<file path="src/cdcp_pkg.sv">
/*
  Constants, types and register map of the codec slot port.
  Assumes one 125 MHz system clock and a plain address/strobe register port.
*/
// Overview of operation
// - I2S uses two slots: left audio in slot 0, right in slot 1
// - I2S never carries command or status words
// - I2S frame sync is low for all of slot 0, high otherwise
// - I2S sync and data change on clock fall; input sampled on rise
// - With data delay set, data starts one clock after the sync edge
// - I2S slots are slot_length long; data bits per slot programmable
// - One byte swap enable covers playback and record words alike
// - Byte swap reverses the byte order of each audio word
// - Swapping honours programmed slot length and bits per slot
// - Bits one nibble short of slot: playback swaps nibbles of the moved byte; record does not
// - AC-link frame: 13 slots, slot 0 is 16 clocks, others 20
// - Codec master clock is 24.576 MHz; the port makes 31.25 MHz from 125 MHz instead
// - AC-link frame sync is high for slot 0; frame starts on its rise
// - Slot 0 is the tag slot, slots 1 to 12 carry data
// - Outgoing slot 1 is command address, slot 2 command data
// - Unused slots and bits are zero; 8 to 20 bit samples fit
// - AC-link 2.0 ORs both codec inputs into one stream
// - Request flag 0 in slot 1 bits 2..11 means send slot next frame
// - On-demand sampling only with a single codec attached
// - Out valid slots from valid register; in valid slots from rx tag
package cdcp_pkg;

  // Port operating modes
  typedef enum logic [1:0] {
    CDCP_IDLE = 2'b00,
    CDCP_I2S  = 2'b01,
    CDCP_AC10 = 2'b10,
    CDCP_AC20 = 2'b11
  } cdcp_mode_t;

  // Control register layout, high bits first
  typedef struct packed {
    logic       codec_run;
    logic       od_en;
    logic       sec_en;
    logic       byte_swap_en;
    logic       data_delay_sel;
    cdcp_mode_t mode;
  } cdcp_ctrl_t;

  // Frame format register layout
  typedef struct packed {
    logic [5:0] bits_per_slot;
    logic [5:0] slot_zero_length;
    logic [5:0] slot_length;
  } cdcp_fmt_t;

  // Register offsets
  localparam logic [7:0] CDCP_CTRL_OFS  = 8'h00;
  localparam logic [7:0] CDCP_FMT_OFS   = 8'h04;
  localparam logic [7:0] CDCP_VALID_OFS = 8'h08;
  localparam logic [7:0] CDCP_CADR_OFS  = 8'h0C;
  localparam logic [7:0] CDCP_CDAT_OFS  = 8'h10;
  localparam logic [7:0] CDCP_SADR_OFS  = 8'h14;
  localparam logic [7:0] CDCP_SDAT_OFS  = 8'h18;
  localparam logic [7:0] CDCP_RTAG_OFS  = 8'h1C;

  // Reset values: AC-link frame shape, port idle
  localparam logic [6:0]  CDCP_CTRL_RST  = 7'h00;
  localparam logic [17:0] CDCP_FMT_RST   = 18'h1_4414;
  localparam logic [9:0]  CDCP_VALID_RST = 10'h000;

  // Slot numbering
  localparam logic [3:0] CDCP_I2S_LAST = 4'h1;
  localparam logic [3:0] CDCP_AC_LAST  = 4'hC;
  localparam logic [3:0] CDCP_SLOT_CMD = 4'h1;
  localparam logic [3:0] CDCP_SLOT_DAT = 4'h2;
  localparam logic [3:0] CDCP_SLOT_AUD = 4'h3;
  localparam logic [5:0] CDCP_NIBBLE   = 6'h04;
  localparam int         CDCP_REQ_LSB  = 2;

  // Clock rates in kHz and derived half periods, rounded down
  localparam int CDCP_SYS_KHZ  = 125000;
  localparam int CDCP_MCLK_KHZ = 24576;
  localparam int CDCP_SCLK_KHZ = 3072;
  localparam int CDCP_MCLK_HALF = CDCP_SYS_KHZ / (2 * CDCP_MCLK_KHZ);
  localparam int CDCP_SCLK_HALF = CDCP_SYS_KHZ / (2 * CDCP_SCLK_KHZ);

endpackage

</file>
<file path="src/cdcp_port.sv">
/*
  Codec slot port: I2S master and AC-link 1.0/2.0 controller with byte
  swap, command/status slots and on-demand sampling.
  Assumes audio words are offered on tx_word when tx_take pulses and that
  the register master follows a one-cycle strobe protocol.
*/
`timescale 1ns/1ps
module cdcp_port
  import cdcp_pkg::*;
#(
  parameter int MCLK_HALF = CDCP_MCLK_HALF,
  parameter int SCLK_HALF = CDCP_SCLK_HALF
)
(
  // System
  input  logic        clock,
  input  logic        sys_rst,
  // Register port
  input  logic [7:0]  reg_addr,
  input  logic [31:0] reg_wdata,
  input  logic        reg_wr,
  input  logic        reg_rd,
  output logic [31:0] reg_rdata,
  // Audio words
  input  logic [23:0] tx_word,
  output logic        tx_take,
  output logic [3:0]  tx_slot,
  output logic [23:0] rx_word,
  output logic        rx_valid,
  output logic [3:0]  rx_slot,
  // Codec pins
  input  logic        serial_clock_pin_i,
  output logic        serial_clock_pin_o,
  output logic        serial_clock_pin_oe,
  output logic        frame_sync_pin,
  output logic        serial_out_pin,
  input  logic        serial_in_pin,
  input  logic        second_input_pin,
  output logic        codec_reset_pin_n,
  output logic        port_master_clock
);

  cdcp_ctrl_t  ctrl_q;
  cdcp_fmt_t   fmt_q;
  logic [9:0]  valid_q, req_q, fv_q;
  logic [19:0] cmd_addr_q, cmd_data_q, stat_addr_q, stat_data_q;
  logic        cmd_pend_q, cmd_frame_q;
  logic [15:0] rx_tag_q;
  logic [1:0]  sck_s_q, sin_s_q, sin2_s_q;
  logic        sck_prev_q, sclk_q, sclk_oe_q, fs_q, sdo_q, mclk_q, rstn_q;
  logic [7:0]  div_q, mdiv_q;
  logic [3:0]  slot_q, tx_slot_q, rx_slot_q;
  logic [5:0]  bit_q;
  logic [31:0] tx_sh_q, rx_sh_q, rdata_q;
  logic [23:0] rx_word_q;
  logic        tx_take_q, rx_valid_q;

  logic        i2s, ac, od_act, launch, sample, rx_bit, frame_start;
  logic        slot_start, wr_cmd, fs_lvl, ahead0, aud_slot, aud_ok;
  logic [3:0]  last_slot, slot_d;
  logic [5:0]  bit_d, len_q, len_d;
  logic [9:0]  fv_d;
  logic [15:0] tag_d;
  logic [31:0] word_d, rx_full, rx_val;
  logic [31:0] rx_mask;
  logic        in_slot0;

  assign i2s    = (ctrl_q.mode == CDCP_I2S);
  assign ac     = ctrl_q.mode[1];
  assign od_act = (ctrl_q.mode == CDCP_AC20) && ctrl_q.od_en
                  && !ctrl_q.sec_en;
  assign last_slot = i2s ? CDCP_I2S_LAST : CDCP_AC_LAST;

  // Slot length: I2S slots all use slot_length
  function automatic logic [5:0] len_of(input logic [3:0] s);
    len_of = (s == 4'h0 && !i2s) ? fmt_q.slot_zero_length
                                 : fmt_q.slot_length;
  endfunction

  // Byte reversal of the low bytes in use, result left in low bytes
  function automatic logic [23:0] rev(input logic [23:0] w,
                                      input logic [1:0]  nb);
    case (nb)
      2'h1:    rev = {16'h0000, w[7:0]};
      2'h2:    rev = {8'h00, w[7:0], w[15:8]};
      default: rev = {w[7:0], w[15:8], w[23:16]};
    endcase
  endfunction

  // Playback word to left-justified slot image
  function automatic logic [31:0] tx_fmt(input logic [23:0] w,
                                         input logic [5:0]  slen);
    logic [1:0]  nb;
    logic        nib;
    logic [31:0] r;
    nb  = 2'((fmt_q.bits_per_slot + 6'h07) >> 3);
    nib = (slen - fmt_q.bits_per_slot) == CDCP_NIBBLE;
    r   = 32'h0000_0000;
    if (!ctrl_q.byte_swap_en)
      r = {8'h00, w} << (6'd32 - fmt_q.bits_per_slot);
    else
    begin
      // Moved top byte carries the spare nibble; swapping closes the gap
      case (nb)
        2'h1:    r = {nib ? {w[3:0], w[7:4]} : w[7:0], 24'h00_0000};
        2'h2:    r = {w[7:0], nib ? {w[11:8], w[15:12]} : w[15:8],
                      16'h0000};
        default: r = {w[7:0], w[15:8],
                      nib ? {w[19:16], w[23:20]} : w[23:16], 8'h00};
      endcase
    end
    tx_fmt = r;
  endfunction

  // Pin synchronisers
  always_ff @(posedge clock)
  begin
    if (sys_rst)
    begin
      sck_s_q  <= 2'h0;
      sin_s_q  <= 2'h0;
      sin2_s_q <= 2'h0;
      sck_prev_q <= 1'b0;
    end
    else
    begin
      sck_s_q  <= {sck_s_q[0], serial_clock_pin_i};
      sin_s_q  <= {sin_s_q[0], serial_in_pin};
      sin2_s_q <= {sin2_s_q[0], second_input_pin};
      sck_prev_q <= sck_s_q[1];
    end
  end

  // I2S bit clock made here; idles high so the first edge is a fall
  always_ff @(posedge clock)
  begin
    if (sys_rst || !i2s)
    begin
      div_q  <= 8'h00;
      sclk_q <= 1'b1;
    end
    else if (div_q == 8'(SCLK_HALF - 1))
    begin
      div_q  <= 8'h00;
      sclk_q <= !sclk_q;
    end
    else
      div_q <= div_q + 8'h01;
  end

  // Launch and sample edges per mode
  always_comb
  begin
    launch = 1'b0;
    sample = 1'b0;
    if (i2s)
    begin
      launch = (div_q == 8'(SCLK_HALF - 1)) && sclk_q;
      sample = (div_q == 8'(SCLK_HALF - 1)) && !sclk_q;
    end
    else if (ac)
    begin
      launch = sck_s_q[1] && !sck_prev_q;
      sample = !sck_s_q[1] && sck_prev_q;
    end
  end

  // Next data position; frame sync runs one bit ahead when delayed
  always_comb
  begin
    len_q = len_of(slot_q);
    if (bit_q >= len_q - 6'h01)
    begin
      bit_d  = 6'h00;
      slot_d = (slot_q >= last_slot) ? 4'h0 : slot_q + 4'h1;
    end
    else
    begin
      bit_d  = bit_q + 6'h01;
      slot_d = slot_q;
    end
    len_d  = len_of(slot_d);
    ahead0 = (slot_d == 4'h0 && bit_d != len_d - 6'h01)
             || (slot_d == last_slot && bit_d == len_d - 6'h01);
    fs_lvl = ctrl_q.data_delay_sel ? ahead0
                                   : (slot_d == 4'h0);
    slot_start  = launch && bit_d == 6'h00;
    frame_start = slot_start && slot_d == 4'h0;
  end

  // Outgoing valid slots, gated by on-demand requests
  assign fv_d = valid_q & (od_act ? ~req_q : 10'h3FF);

  // Tag word: frame valid, command slots, audio slots 3..12
  always_comb
  begin
    tag_d = 16'h0000;
    tag_d[15] = (|fv_d) || cmd_pend_q;
    tag_d[14] = cmd_pend_q;
    tag_d[13] = cmd_pend_q;
    for (int k = 0; k < 10; k++)
      tag_d[12 - k] = fv_d[k];
  end

  // Slot image to load at each slot start
  always_comb
  begin
    aud_slot = slot_d >= CDCP_SLOT_AUD;
    aud_ok   = aud_slot && fv_q[4'(slot_d - CDCP_SLOT_AUD)];
    word_d   = 32'h0000_0000;
    if (i2s)
      word_d = tx_fmt(tx_word, len_d);
    else if (slot_d == 4'h0)
      word_d = {tag_d, 16'h0000};
    else if (slot_d == CDCP_SLOT_CMD && cmd_frame_q)
      word_d = {cmd_addr_q, 12'h000};
    else if (slot_d == CDCP_SLOT_DAT && cmd_frame_q)
      word_d = {cmd_data_q, 12'h000};
    else if (aud_ok)
      word_d = tx_fmt(tx_word, len_d);
  end

  // Frame counters and outgoing shift register
  always_ff @(posedge clock)
  begin
    if (sys_rst || ctrl_q.mode == CDCP_IDLE)
    begin
      slot_q  <= 4'hF;
      bit_q   <= 6'h3F;
      tx_sh_q <= 32'h0000_0000;
      sdo_q   <= 1'b0;
      fs_q    <= 1'b0;
    end
    else if (launch)
    begin
      slot_q <= slot_d;
      bit_q  <= bit_d;
      fs_q   <= i2s ? !fs_lvl : fs_lvl;
      if (slot_start)
      begin
        sdo_q   <= word_d[31];
        tx_sh_q <= {word_d[30:0], 1'b0};
      end
      else
      begin
        sdo_q   <= tx_sh_q[31];
        tx_sh_q <= {tx_sh_q[30:0], 1'b0};
      end
    end
  end

  // Per-frame choices latched at the frame boundary
  always_ff @(posedge clock)
  begin
    if (sys_rst)
    begin
      fv_q        <= 10'h000;
      cmd_frame_q <= 1'b0;
    end
    else if (frame_start)
    begin
      fv_q        <= ac ? fv_d : 10'h000;
      cmd_frame_q <= ac && cmd_pend_q;
    end
  end

  // Playback word request
  always_ff @(posedge clock)
  begin
    if (sys_rst)
    begin
      tx_take_q <= 1'b0;
      tx_slot_q <= 4'h0;
    end
    else
    begin
      tx_take_q <= slot_start && (i2s || aud_ok);
      if (slot_start)
        tx_slot_q <= slot_d;
    end
  end

  // Received stream; second input merged in 2.0 mode
  assign rx_bit = sin_s_q[1] || ((ctrl_q.mode == CDCP_AC20)
                  && ctrl_q.sec_en && sin2_s_q[1]);
  assign rx_full = {rx_sh_q[30:0], rx_bit};
  // Keep only the data bits; older slot bits sit above them in the shifter
  assign rx_mask = ~(32'hFFFF_FFFF << fmt_q.bits_per_slot);
  assign rx_val  = (rx_full >> (len_q - fmt_q.bits_per_slot)) & rx_mask;

  // Capture slots, decode tag, status and request flags
  always_ff @(posedge clock)
  begin
    if (sys_rst)
    begin
      rx_sh_q     <= 32'h0000_0000;
      rx_tag_q    <= 16'h0000;
      stat_addr_q <= 20'h0_0000;
      stat_data_q <= 20'h0_0000;
      req_q       <= 10'h3FF;
      rx_valid_q  <= 1'b0;
      rx_slot_q   <= 4'h0;
      rx_word_q   <= 24'h00_0000;
    end
    else
    begin
      rx_valid_q <= 1'b0;
      if (sample && slot_q <= last_slot)
      begin
        rx_sh_q <= rx_full;
        if (bit_q == len_q - 6'h01)
        begin
          if (!i2s && slot_q == 4'h0)
            rx_tag_q <= rx_full[15:0];
          else if (!i2s && slot_q == CDCP_SLOT_CMD)
          begin
            stat_addr_q <= rx_full[19:0];
            req_q <= rx_full[CDCP_REQ_LSB +: 10];
          end
          else if (!i2s && slot_q == CDCP_SLOT_DAT)
            stat_data_q <= rx_full[19:0];
          else if (i2s || rx_tag_q[4'hF - slot_q])
          begin
            rx_valid_q <= 1'b1;
            rx_slot_q  <= slot_q;
            rx_word_q  <= ctrl_q.byte_swap_en
                          ? rev(rx_val[23:0],
                                2'((fmt_q.bits_per_slot + 6'h07) >> 3))
                          : rx_val[23:0];
          end
        end
      end
    end
  end

  // Register writes; a software write wins over the sent-clear
  assign wr_cmd = reg_wr && reg_addr == CDCP_CDAT_OFS;
  always_ff @(posedge clock)
  begin
    if (sys_rst)
    begin
      ctrl_q     <= cdcp_ctrl_t'(CDCP_CTRL_RST);
      fmt_q      <= cdcp_fmt_t'(CDCP_FMT_RST);
      valid_q    <= CDCP_VALID_RST;
      cmd_addr_q <= 20'h0_0000;
      cmd_data_q <= 20'h0_0000;
      cmd_pend_q <= 1'b0;
    end
    else
    begin
      if (reg_wr && reg_addr == CDCP_CTRL_OFS)
        ctrl_q <= cdcp_ctrl_t'(reg_wdata[6:0]);
      if (reg_wr && reg_addr == CDCP_FMT_OFS)
        fmt_q <= cdcp_fmt_t'(reg_wdata[17:0]);
      if (reg_wr && reg_addr == CDCP_VALID_OFS)
        valid_q <= reg_wdata[9:0];
      if (reg_wr && reg_addr == CDCP_CADR_OFS)
        cmd_addr_q <= reg_wdata[19:0];
      if (wr_cmd)
        cmd_data_q <= reg_wdata[19:0];
      if (wr_cmd)
        cmd_pend_q <= 1'b1;
      else if (frame_start && ac)
        cmd_pend_q <= 1'b0;
    end
  end

  // Read data, one cycle after the strobe; unmapped reads zero
  always_ff @(posedge clock)
  begin
    if (sys_rst)
      rdata_q <= 32'h0000_0000;
    else if (reg_rd)
      case (reg_addr)
        CDCP_CTRL_OFS:  rdata_q <= {25'h000_0000, ctrl_q};
        CDCP_FMT_OFS:   rdata_q <= {14'h0000, fmt_q};
        CDCP_VALID_OFS: rdata_q <= {22'h00_0000, valid_q};
        CDCP_CADR_OFS:  rdata_q <= {12'h000, cmd_addr_q};
        CDCP_CDAT_OFS:  rdata_q <= {cmd_pend_q, 11'h000, cmd_data_q};
        CDCP_SADR_OFS:  rdata_q <= {12'h000, stat_addr_q};
        CDCP_SDAT_OFS:  rdata_q <= {12'h000, stat_data_q};
        CDCP_RTAG_OFS:  rdata_q <= {6'h00, req_q, rx_tag_q};
        default:        rdata_q <= 32'h0000_0000;
      endcase
    else
      rdata_q <= 32'h0000_0000;
  end

  // Master clock divider; half period rounded down, not exact 24.576 MHz
  always_ff @(posedge clock)
  begin
    if (sys_rst || !ac)
    begin
      mdiv_q <= 8'h00;
      mclk_q <= 1'b0;
    end
    else if (mdiv_q == 8'(MCLK_HALF - 1))
    begin
      mdiv_q <= 8'h00;
      mclk_q <= !mclk_q;
    end
    else
      mdiv_q <= mdiv_q + 8'h01;
  end

  // Pin drivers from flops
  always_ff @(posedge clock)
  begin
    if (sys_rst)
    begin
      sclk_oe_q <= 1'b0;
      rstn_q    <= 1'b0;
    end
    else
    begin
      sclk_oe_q <= i2s;
      rstn_q    <= ctrl_q.codec_run;
    end
  end

  assign reg_rdata           = rdata_q;
  assign tx_take             = tx_take_q;
  assign tx_slot             = tx_slot_q;
  assign rx_word             = rx_word_q;
  assign rx_valid            = rx_valid_q;
  assign rx_slot             = rx_slot_q;
  assign serial_clock_pin_o  = sclk_q;
  assign serial_clock_pin_oe = sclk_oe_q;
  assign frame_sync_pin      = fs_q;
  assign serial_out_pin      = sdo_q;
  assign codec_reset_pin_n   = rstn_q;
  assign port_master_clock   = mclk_q;

  // Slot 0 as the pins show it; one bit early when data delay is set
  assign in_slot0 = ctrl_q.data_delay_sel
                    ? ((slot_q == 4'h0 && bit_q != len_q - 6'h01)
                       || (slot_q == last_slot && bit_q == len_q - 6'h01))
                    : (slot_q == 4'h0);
endmodule

</file>
<file path="config.mk">
export PLATFORM = sky130hd
export DESIGN_NAME = cdcp_port
export DESIGN_NICKNAME = d
export VERILOG_FILES = /design/src/cdcp_pkg.sv /design/src/cdcp_port.sv
export SDC_FILE = /design/constraint.sdc
export NUM_CORES = 1
export LEC_CHECK = 0
export ABC_AREA = 1
export ABC_CLOCK_PERIOD_IN_PS = 8100
export BUFFER_PORTS_ARGS = -buffer_cell sky130_fd_sc_hd__buf_2
export CAP_MARGIN = 30
export CORE_ASPECT_RATIO = 1.25
export CORE_MARGIN = 10
export CORE_UTILIZATION = 40
export DETAILED_ROUTE_END_ITERATION = 10
export PLACE_DENSITY = 0.66
export SLEW_MARGIN = 20
export SYNTH_ARGS = -nofsm -noshare
export SYNTH_HDL_FRONTEND = slang
export SYNTH_SLANG_ARGS = --single-unit
export TNS_END_PERCENT = 10
</file>
<file path="constraint.sdc">
create_clock -name clock -period 8.1 [get_ports clock]
set_input_delay 1.215 -clock clock [delete_from_list [all_inputs] [get_ports clock]]
set_output_delay 1.215 -clock clock [all_outputs]
set_load 0.05 [all_outputs]
</file>
**Yosys cells after proc, flatten, opt, wreduce, memory -nomap -nowiden**

Cells that the tools add are included.

- Add/sub/neg operators: 12
- Order comparisons: 6
- Equal/unequal tests: 22
- Shift operators: 3
- Mux-type cells: 36
- Bitwise logic cells: 10
- Reduce and logical (&&, ||, !) cells: 59

Operators by type and width:

| kind | number |
|---|---|
| $pmux 32 s8 | 1 |
| $mux 32 | 7 |
| $pmux 32 s2 | 1 |
| $pmux 24 s2 | 1 |
| $eq 8x5->1 const B | 5 |
| $shl 24x6->32 | 1 |
| $shl 32x6->24 const A | 1 |
| $shr 32x6->24 | 1 |
| $logic_and 1x1->1 | 28 |
| $and 24x24->24 | 1 |
| $mux 24 | 1 |
| $mux 8 | 3 |
| $not 24->24 | 1 |
| $mux 10 | 2 |
| $mux 6 | 3 |
| $add 8x1->8 const B | 2 |
| $eq 8x4->1 const B | 2 |
| $eq 6x6->1 | 2 |
| $mux 1 | 12 |
| $mux 4 | 3 |
| $sub 6x1->6 const B | 2 |
| $sub 6x6->6 | 2 |
| $and 10x10->10 | 1 |
| $lt 4x5->1 const B | 2 |
| 36 further kinds | 63 |

- Register bits: 321
- Bits of input ports: 71
- Output and inout port bits: 72
- Word-level logic and storage cells: 189

**Depth between registers and ports, before layout**

- Depth in word-level cells: 21
- Gate-level depth with buffers: 50
- Depth with buffers taken out: 48

**Least setup slack after synthesis**

No wires, ideal clock.

- Path kind: flip-flop to flip-flop
- From: reg slot_q[0]
- To: reg tx_sh_q[27]
- Setup time: 0.128 ns
- Arrival time: 6.829 ns
- Required time: 7.972 ns
- Path slack: 1.142 ns
- Cell stages (with the launch flop): 45
- Buffers on the path: 3
- Clock period less this slack: 6.958 ns
- Path through: dfxtp_1 > clkinv_1 > ha_1 > nand3_4 > clkbuf_1 > nand2_1 > o21ai_0 > nand2_1 > nor2_1 > inv_1 > or2_2 > or2_2 > xor2_1 > ha_1 > nand2_1 > nor2_1 > a211oi_2 > a21boi_1 > [9 not listed] > inv_1 > a21oi_1 > inv_1 > nand2_1 > nand2_1 > a21oi_1 > xor2_1 > nor4_1 > nand2_2 > buf_4 > o21ai_1 > o21ai_0 > nand2_1 > nand2_1 > nand2_1 > nand2_1 > nand2_1 > a21oi_1

- Word-level cells in the longest chain between the ends: 20
- Elaborated cells on any way between the ends: 35
- Those cells by class: add/sub (4); order compare (3); eq/ne (3); mux (16); reduce/logical (9)

Ends and longest elaborated chain:

| element | line | source |
|---|---|---|
| from (decl) | cdcp_port.sv:52 | `logic [3:0] slot_q, tx_slot_q, rx_slot_q;` |
| from (signal assigned) | cdcp_port.sv:236 | `slot_q <= slot_d;` |
| $logic_not 4->1 | - |  |
| $logic_and 1x1->1 | cdcp_port.sv:76 | `len_of = (s == 4'h0 && !i2s) ? fmt_q.slot_zero_length` |
| $mux 6 | cdcp_port.sv:76 |  |
| $sub 6x1->6 | - |  |
| $ge 6x6->1 | cdcp_port.sv:172 | `if (bit_q >= len_q - 6'h01)` |
| $mux 4 | cdcp_port.sv:172 |  |
| $logic_not 4->1 | cdcp_port.sv:76, cdcp_port.sv:213 |  |
| $logic_and 1x1->1 | cdcp_port.sv:76 |  |
| [4 not listed] | - |  |
| $pmux 32 s2 | cdcp_port.sv:104 | `case (nb)` |
| $mux 32 | cdcp_port.sv:99 | `if (!ctrl_q.byte_swap_en)` |
| $mux 32 | cdcp_port.sv:219 | `else if (aud_ok)` |
| $mux 32 | cdcp_port.sv:217 | `else if (slot_d == CDCP_SLOT_DAT && cmd_frame_q)` |
| $mux 32 | cdcp_port.sv:215 | `else if (slot_d == CDCP_SLOT_CMD && cmd_frame_q)` |
| $mux 32 | cdcp_port.sv:213 | `else if (slot_d == 4'h0)` |
| $mux 32 | cdcp_port.sv:211 | `if (i2s)` |
| $mux 32 * | cdcp_port.sv:239 | `if (slot_start)` |
| to (signal assigned) | cdcp_port.sv:242 | `tx_sh_q <= {word_d[30:0], 1'b0};` |
| to (signal assigned) | cdcp_port.sv:247 | `tx_sh_q <= {tx_sh_q[30:0], 1'b0};` |
| to (decl) | cdcp_port.sv:54 | `logic [31:0] tx_sh_q, rx_sh_q, rdata_q;` |

Every way passes the cells marked *; elsewhere a longest branch is shown, timed or not. The select of a mux whose other input is x is not followed.
A chain may end at the register's enable or synchronous reset.

**Worst setup path after layout**

- From: reg ctrl_q (netlist bit ac)
- To: reg tx_sh_q[12]

- Word-level cells in the longest chain between the ends: 21
- Elaborated cells on any way between the ends: 40
- Those cells by class: add/sub (3); order compare (3); eq/ne (4); mux (19); reduce/logical (11)

Ends and longest elaborated chain:

| element | line | source |
|---|---|---|
| from (decl) | cdcp_port.sv:43 | `cdcp_ctrl_t ctrl_q;` |
| from (signal assigned) | cdcp_port.sv:342 | `ctrl_q <= cdcp_ctrl_t'(CDCP_CTRL_RST);` |
| from (signal assigned) | cdcp_port.sv:352 | `ctrl_q <= cdcp_ctrl_t'(reg_wdata[6:0]);` |
| $eq 2x1->1 | cdcp_port.sv:68 | `assign i2s = (ctrl_q.mode == CDCP_I2S);` |
| $logic_not 1->1 | cdcp_port.sv:76 |  |
| $logic_and 1x1->1 | cdcp_port.sv:76 |  |
| $mux 6 | cdcp_port.sv:76 |  |
| $sub 6x1->6 | - |  |
| $ge 6x6->1 | cdcp_port.sv:172 |  |
| $mux 4 | cdcp_port.sv:172 |  |
| $logic_not 4->1 | cdcp_port.sv:76, cdcp_port.sv:213 |  |
| [5 not listed] | - |  |
| $pmux 32 s2 | cdcp_port.sv:104 |  |
| $mux 32 | cdcp_port.sv:99 |  |
| $mux 32 | cdcp_port.sv:219 |  |
| $mux 32 | cdcp_port.sv:217 |  |
| $mux 32 | cdcp_port.sv:215 |  |
| $mux 32 | cdcp_port.sv:213 |  |
| $mux 32 | cdcp_port.sv:211 |  |
| $mux 32 | cdcp_port.sv:239 |  |

Parallel ways exist; a longest one is shown, timed or not. The select of a mux whose other input is x is not followed.

==> metrics.md <==
| Metric | Value |
|---|---|
| Outcome | finished, final reports clean |
| Routed length on met3 | 3.80 mm |
| Power density cells | 167 nW/um^2 |
| Final Util | 0.461 |
| Drt drc | 0 |
| Area of the core region | 45300 sq um |
| Cell type with the largest total area after synthesis | sky130_fd_sc_hd__dfxtp_1 |
| Highest routed layer | met4 |
| Number of register bits inferred by synthesis | 315 |
| Cell at the slowest stage of the critical path | sky130_fd_sc_hd__nor4_1 |
| Critical Setup Path Class | reg2reg |
| End point of the critical path | tx_sh_q[12]$_SDFFE_PP0P_ |
| Number of buffers on the longest clock path | 3 |
| Critical R2R Launch | ac$_SDFFE_PP0P_ |
| Worst path buffer plus inverter count | 5 |
| Worst Tran Pin Value | 0.987 ns |
| Sequential area share after synthesis | 0.342 |
| Most prevalent standard cell on the critical path | sky130_fd_sc_hd__nand2_1 |
| Synth-to-layout area growth | 13.3% |
| Post-Synthesis Cells | 2807 |
| Biggest cell delay along the critical path | 0.54 ns |
| Antenna violation net count after detailed routing | 0 |
| Leading register cell type out of synthesis | sky130_fd_sc_hd__dfxtp_1 |
| Deepest level of the CTS H-tree | 2 |
| DRC violation total after the first TritonRoute iteration | 1924 |
| Initial core utilization | 0.407 |
| Average cell area after synthesis | 6.56 sq um |
| P_leak | 8.89 nW |
| Top cell type's share of synthesized area | 0.342 |
| Max-slew headroom at the worst pin | 0.336 |
| Highest Clock Rate | 134 MHz |
| Clock Tree Root | sky130_fd_sc_hd__clkbuf_16 |
| Top library cells by usage in the layout, fill and taps aside | sky130_fd_sc_hd__nand2_1, sky130_fd_sc_hd__o21ai_0, sky130_fd_sc_hd__dfxtp_1, sky130_fd_sc_hd__inv_1, sky130_fd_sc_hd__a21oi_1 |
| Cell types occupying the most area after synthesis | sky130_fd_sc_hd__dfxtp_1, sky130_fd_sc_hd__o21ai_0, sky130_fd_sc_hd__nand2_1 |
| # setup viols final | 0 |
| Final RePlAce weighted congestion | 0.986 |
| Inserted Diodes | 0 |
| RSZ-0062 raised after global routing | no |
| Detail-routed net length per standard cell | 20.3 um |
| Async S/R FF share, synth | 0 |
| Post-detailed-routing wire length | 70.5 mm |
| Wire length on met2 | 34.0 mm |
| Global-route wire length before repair | 107 mm |
| CP startpoint kind | register |
| HP Class | reg2reg |
| Overall global routing resource usage | 0.247 |
| Layout Nets | 2971 |
| Maximum capacitance violations | 0 |
| Count of flip-flops with a built-in enable after synthesis | 0 |
| Final-report max-slew violation count | 0 |
| Count of synthesis-stage warnings from yosys | 0 |
| Type of destination of the critical path | register |
| Final Hold Slack | 0.403 ns |
| Chip width | 212 um |
| Number of vias per cell after detailed routing | 5.67 |
| Worst EP required | 8.57 ns |
| Met1 Wirelength | 28.8 mm |
| Stages on worst setup path | 36 |
| TritonCTS clock tree | built |
| Library cells used by synthesis | 60 |
| Detailed-router iteration count before antenna repair | 5 |
| Initial antenna violation count | 0 |
| Global route overflow | 0 |
| Clk sinks | 315 |
| Final hold violation count | 0 |
| CTS clock-pin slew for the worst setup and hold paths | 0.06 ns |
| Synthesized cell area | 18400 sq um |
| Post-layout min period | 7.44 ns |
| Biggest fanout along the worst timing path | 21 |
| Port-buffer cells | 125 |
| Detailed placement HPWL | 54.1 mm |
| Worst r2r path cells | 36 |
| Number of global-route vias before repair | 18300 |
| Cell count of the worst hold path | 2 |
| Num ports | 143 |
| Worst-case register-to-register setup slack | 0.66 ns |
| Area of the die | 55100 sq um |
| Dominant delay contributor by cell family on the critical path | simple AND/OR/NAND/NOR gates |
| Number of buffers inserted during clock tree synthesis | 35 |
| Clock insertion delay at the later pin of the skew report | 0.56 ns |
| Die Y-Extent | 260 um |
| Setup clock skew after layout | 0.0179 ns |
| Post-route clock period utilization | 0.918 |
| Endpoint arrival time on the critical path | 7.91 ns |
| Total number of vias | 19600 |
| Most common cell after layout, fill and taps aside | sky130_fd_sc_hd__nand2_1 |
| Placement row count | 87 |
| Maximum number of pins on one net before global-route repair | 98 |
| Source of the critical timing path | ac$_SDFFE_PP0P_ |
| Critical register-to-register path endpoint | tx_sh_q[12]$_SDFFE_PP0P_ |
| Post-CTS Setup Inserts | 0 |
| Share of final-layout standard cells stronger than drive strength 1 | 0.106 |
| Maximum VDD drop | 0.155 mV |
| Summed negative setup slack over all endpoints | 0 ns |
-- registers in the layout, indices dropped and copies added, names as in the netlist, 10 cells and up --
register,count
cmd_addr_q,20
fmt_q,18
reg_rdata,27
stat_addr_q,20
tx_sh_q,31
cmd_data_q,20
req_q,10
rx_word,24
valid_q,10
fv_q,10
rx_sh_q,31
stat_data_q,20
rx_tag_q,16
-- power by group --
group / total [W] / switching, W / internal [W] / leakage, nW
sequential: 0.00155 / 0.00000144 / 0.00155 / 2.54
clock: 0.00177 / 0.000707 / 0.00106 / 0.628
combinational: 0.000158 / 0.000114 / 0.0000436 / 5.72
total: 0.00348 / 0.000823 / 0.00265 / 8.89
-- cells by family (layout without fill, tap and decap cells) --
group / count (synthesis) / after routing / synth area share
other: 1 / 5 / 0.000204
muxes: 20 / 20 / 0.0109
and+or+nand+nor: 983 / 983 / 0.226
xor gates and xnor gates: 20 / 20 / 0.00992
buffers and inverters: 484 / 562 / 0.103
adders and majority gates: 37 / 37 / 0.0255
AOI/OAI and AO/OA: 947 / 947 / 0.282
DFF: 315 / 315 / 0.342
-- final cells by class --
cell class              count  area [sq um]
fillers                  4732         24400
multi-input cells        2012         10300
flip-flops and latches    315          6310
inverters                 319          1200
repair buffers            180          1090
clock buffers              46          1020
well taps                 578           723
clock inverters            17           260
-- cells in the mapped netlist, types with 11 or more instances --
master / n
sky130_fd_sc_hd__nand2_2: 11
sky130_fd_sc_hd__inv_1: 298
sky130_fd_sc_hd__nand4_1: 29
sky130_fd_sc_hd__o21ai_1: 47
sky130_fd_sc_hd__o22ai_1: 36
sky130_fd_sc_hd__clkinv_1: 12
sky130_fd_sc_hd__xor2_1: 14
sky130_fd_sc_hd__a21oi_1: 296
sky130_fd_sc_hd__nor4_1: 12
sky130_fd_sc_hd__or2_2: 19
sky130_fd_sc_hd__o21ai_0: 424
sky130_fd_sc_hd__dfxtp_1: 315
sky130_fd_sc_hd__ha_1: 36
sky130_fd_sc_hd__nand3_1: 108
sky130_fd_sc_hd__nor3_1: 27
sky130_fd_sc_hd__o211ai_1: 48
sky130_fd_sc_hd__nand2_1: 555
sky130_fd_sc_hd__a31oi_1: 21
sky130_fd_sc_hd__nor2_1: 197
sky130_fd_sc_hd__mux2i_1: 20
sky130_fd_sc_hd__buf_2: 12
sky130_fd_sc_hd__a221oi_1: 26
sky130_fd_sc_hd__clkbuf_1: 137
-- tightest hold or removal path, stage by stage (launching register included) --
cell and delay, ns:
sky130_fd_sc_hd__dfxtp_1 0.29, sky130_fd_sc_hd__inv_1 0.04, sky130_fd_sc_hd__nor2_1 0.03
-- metrics by stage --
stage          total power, W  std cells  cell area [sq um]  worst slack (ns)
3_5_place_dp          0.00174       3399              19500             0.667
4_1_cts               0.00350       3462              20800             0.646
2_1_floorplan         0.00168       2811              18400              1.14
5_1_grt               0.00357       3467              20900            0.0388
6_report              0.00348       3467              20900             0.664
3_3_place_gp          0.00174       3395              19500             0.810
-- timing repair --
| action | in CTS | in global routing |
|---|---|---|
| endpoints found under the setup margin | 0 | 1 |
| hold endpoints to repair | 0 | 0 |
| hold buffers | 0 | 0 |
| gates resized for setup | 0 | 1 |
-- worst min-delay path by stage --
| stage | startpoint | endpoint | slack, ns |
|---|---|---|---|
| after detailed placement | sck_s_q[0]$_SDFF_PP0_ | sck_s_q[1]$_SDFF_PP0_ | 0.40 |
| after global routing | sin_s_q[0]$_SDFF_PP0_ | sin_s_q[1]$_SDFF_PP0_ | 0.42 |
| after floorplan | sck_s_q[0]$_SDFF_PP0_ | sck_s_q[1]$_SDFF_PP0_ | 0.39 |
| final | sck_s_q[0]$_SDFF_PP0_ | sck_s_q[1]$_SDFF_PP0_ | 0.40 |
| after global placement | sck_s_q[0]$_SDFF_PP0_ | sck_s_q[1]$_SDFF_PP0_ | 0.39 |
| after CTS | sck_s_q[0]$_SDFF_PP0_ | sck_s_q[1]$_SDFF_PP0_ | 0.41 |
-- per-layer routing --
layer | vias up | GRT usage
li1 | 9580 | -
met1 | 9133 | 0.300
met2 | 755 | 0.421
met3 | 175 | 0.0266
met4 | 0 | 0.131
met5 | - | 0
Note: power is estimated with default switching activity, not from simulation.
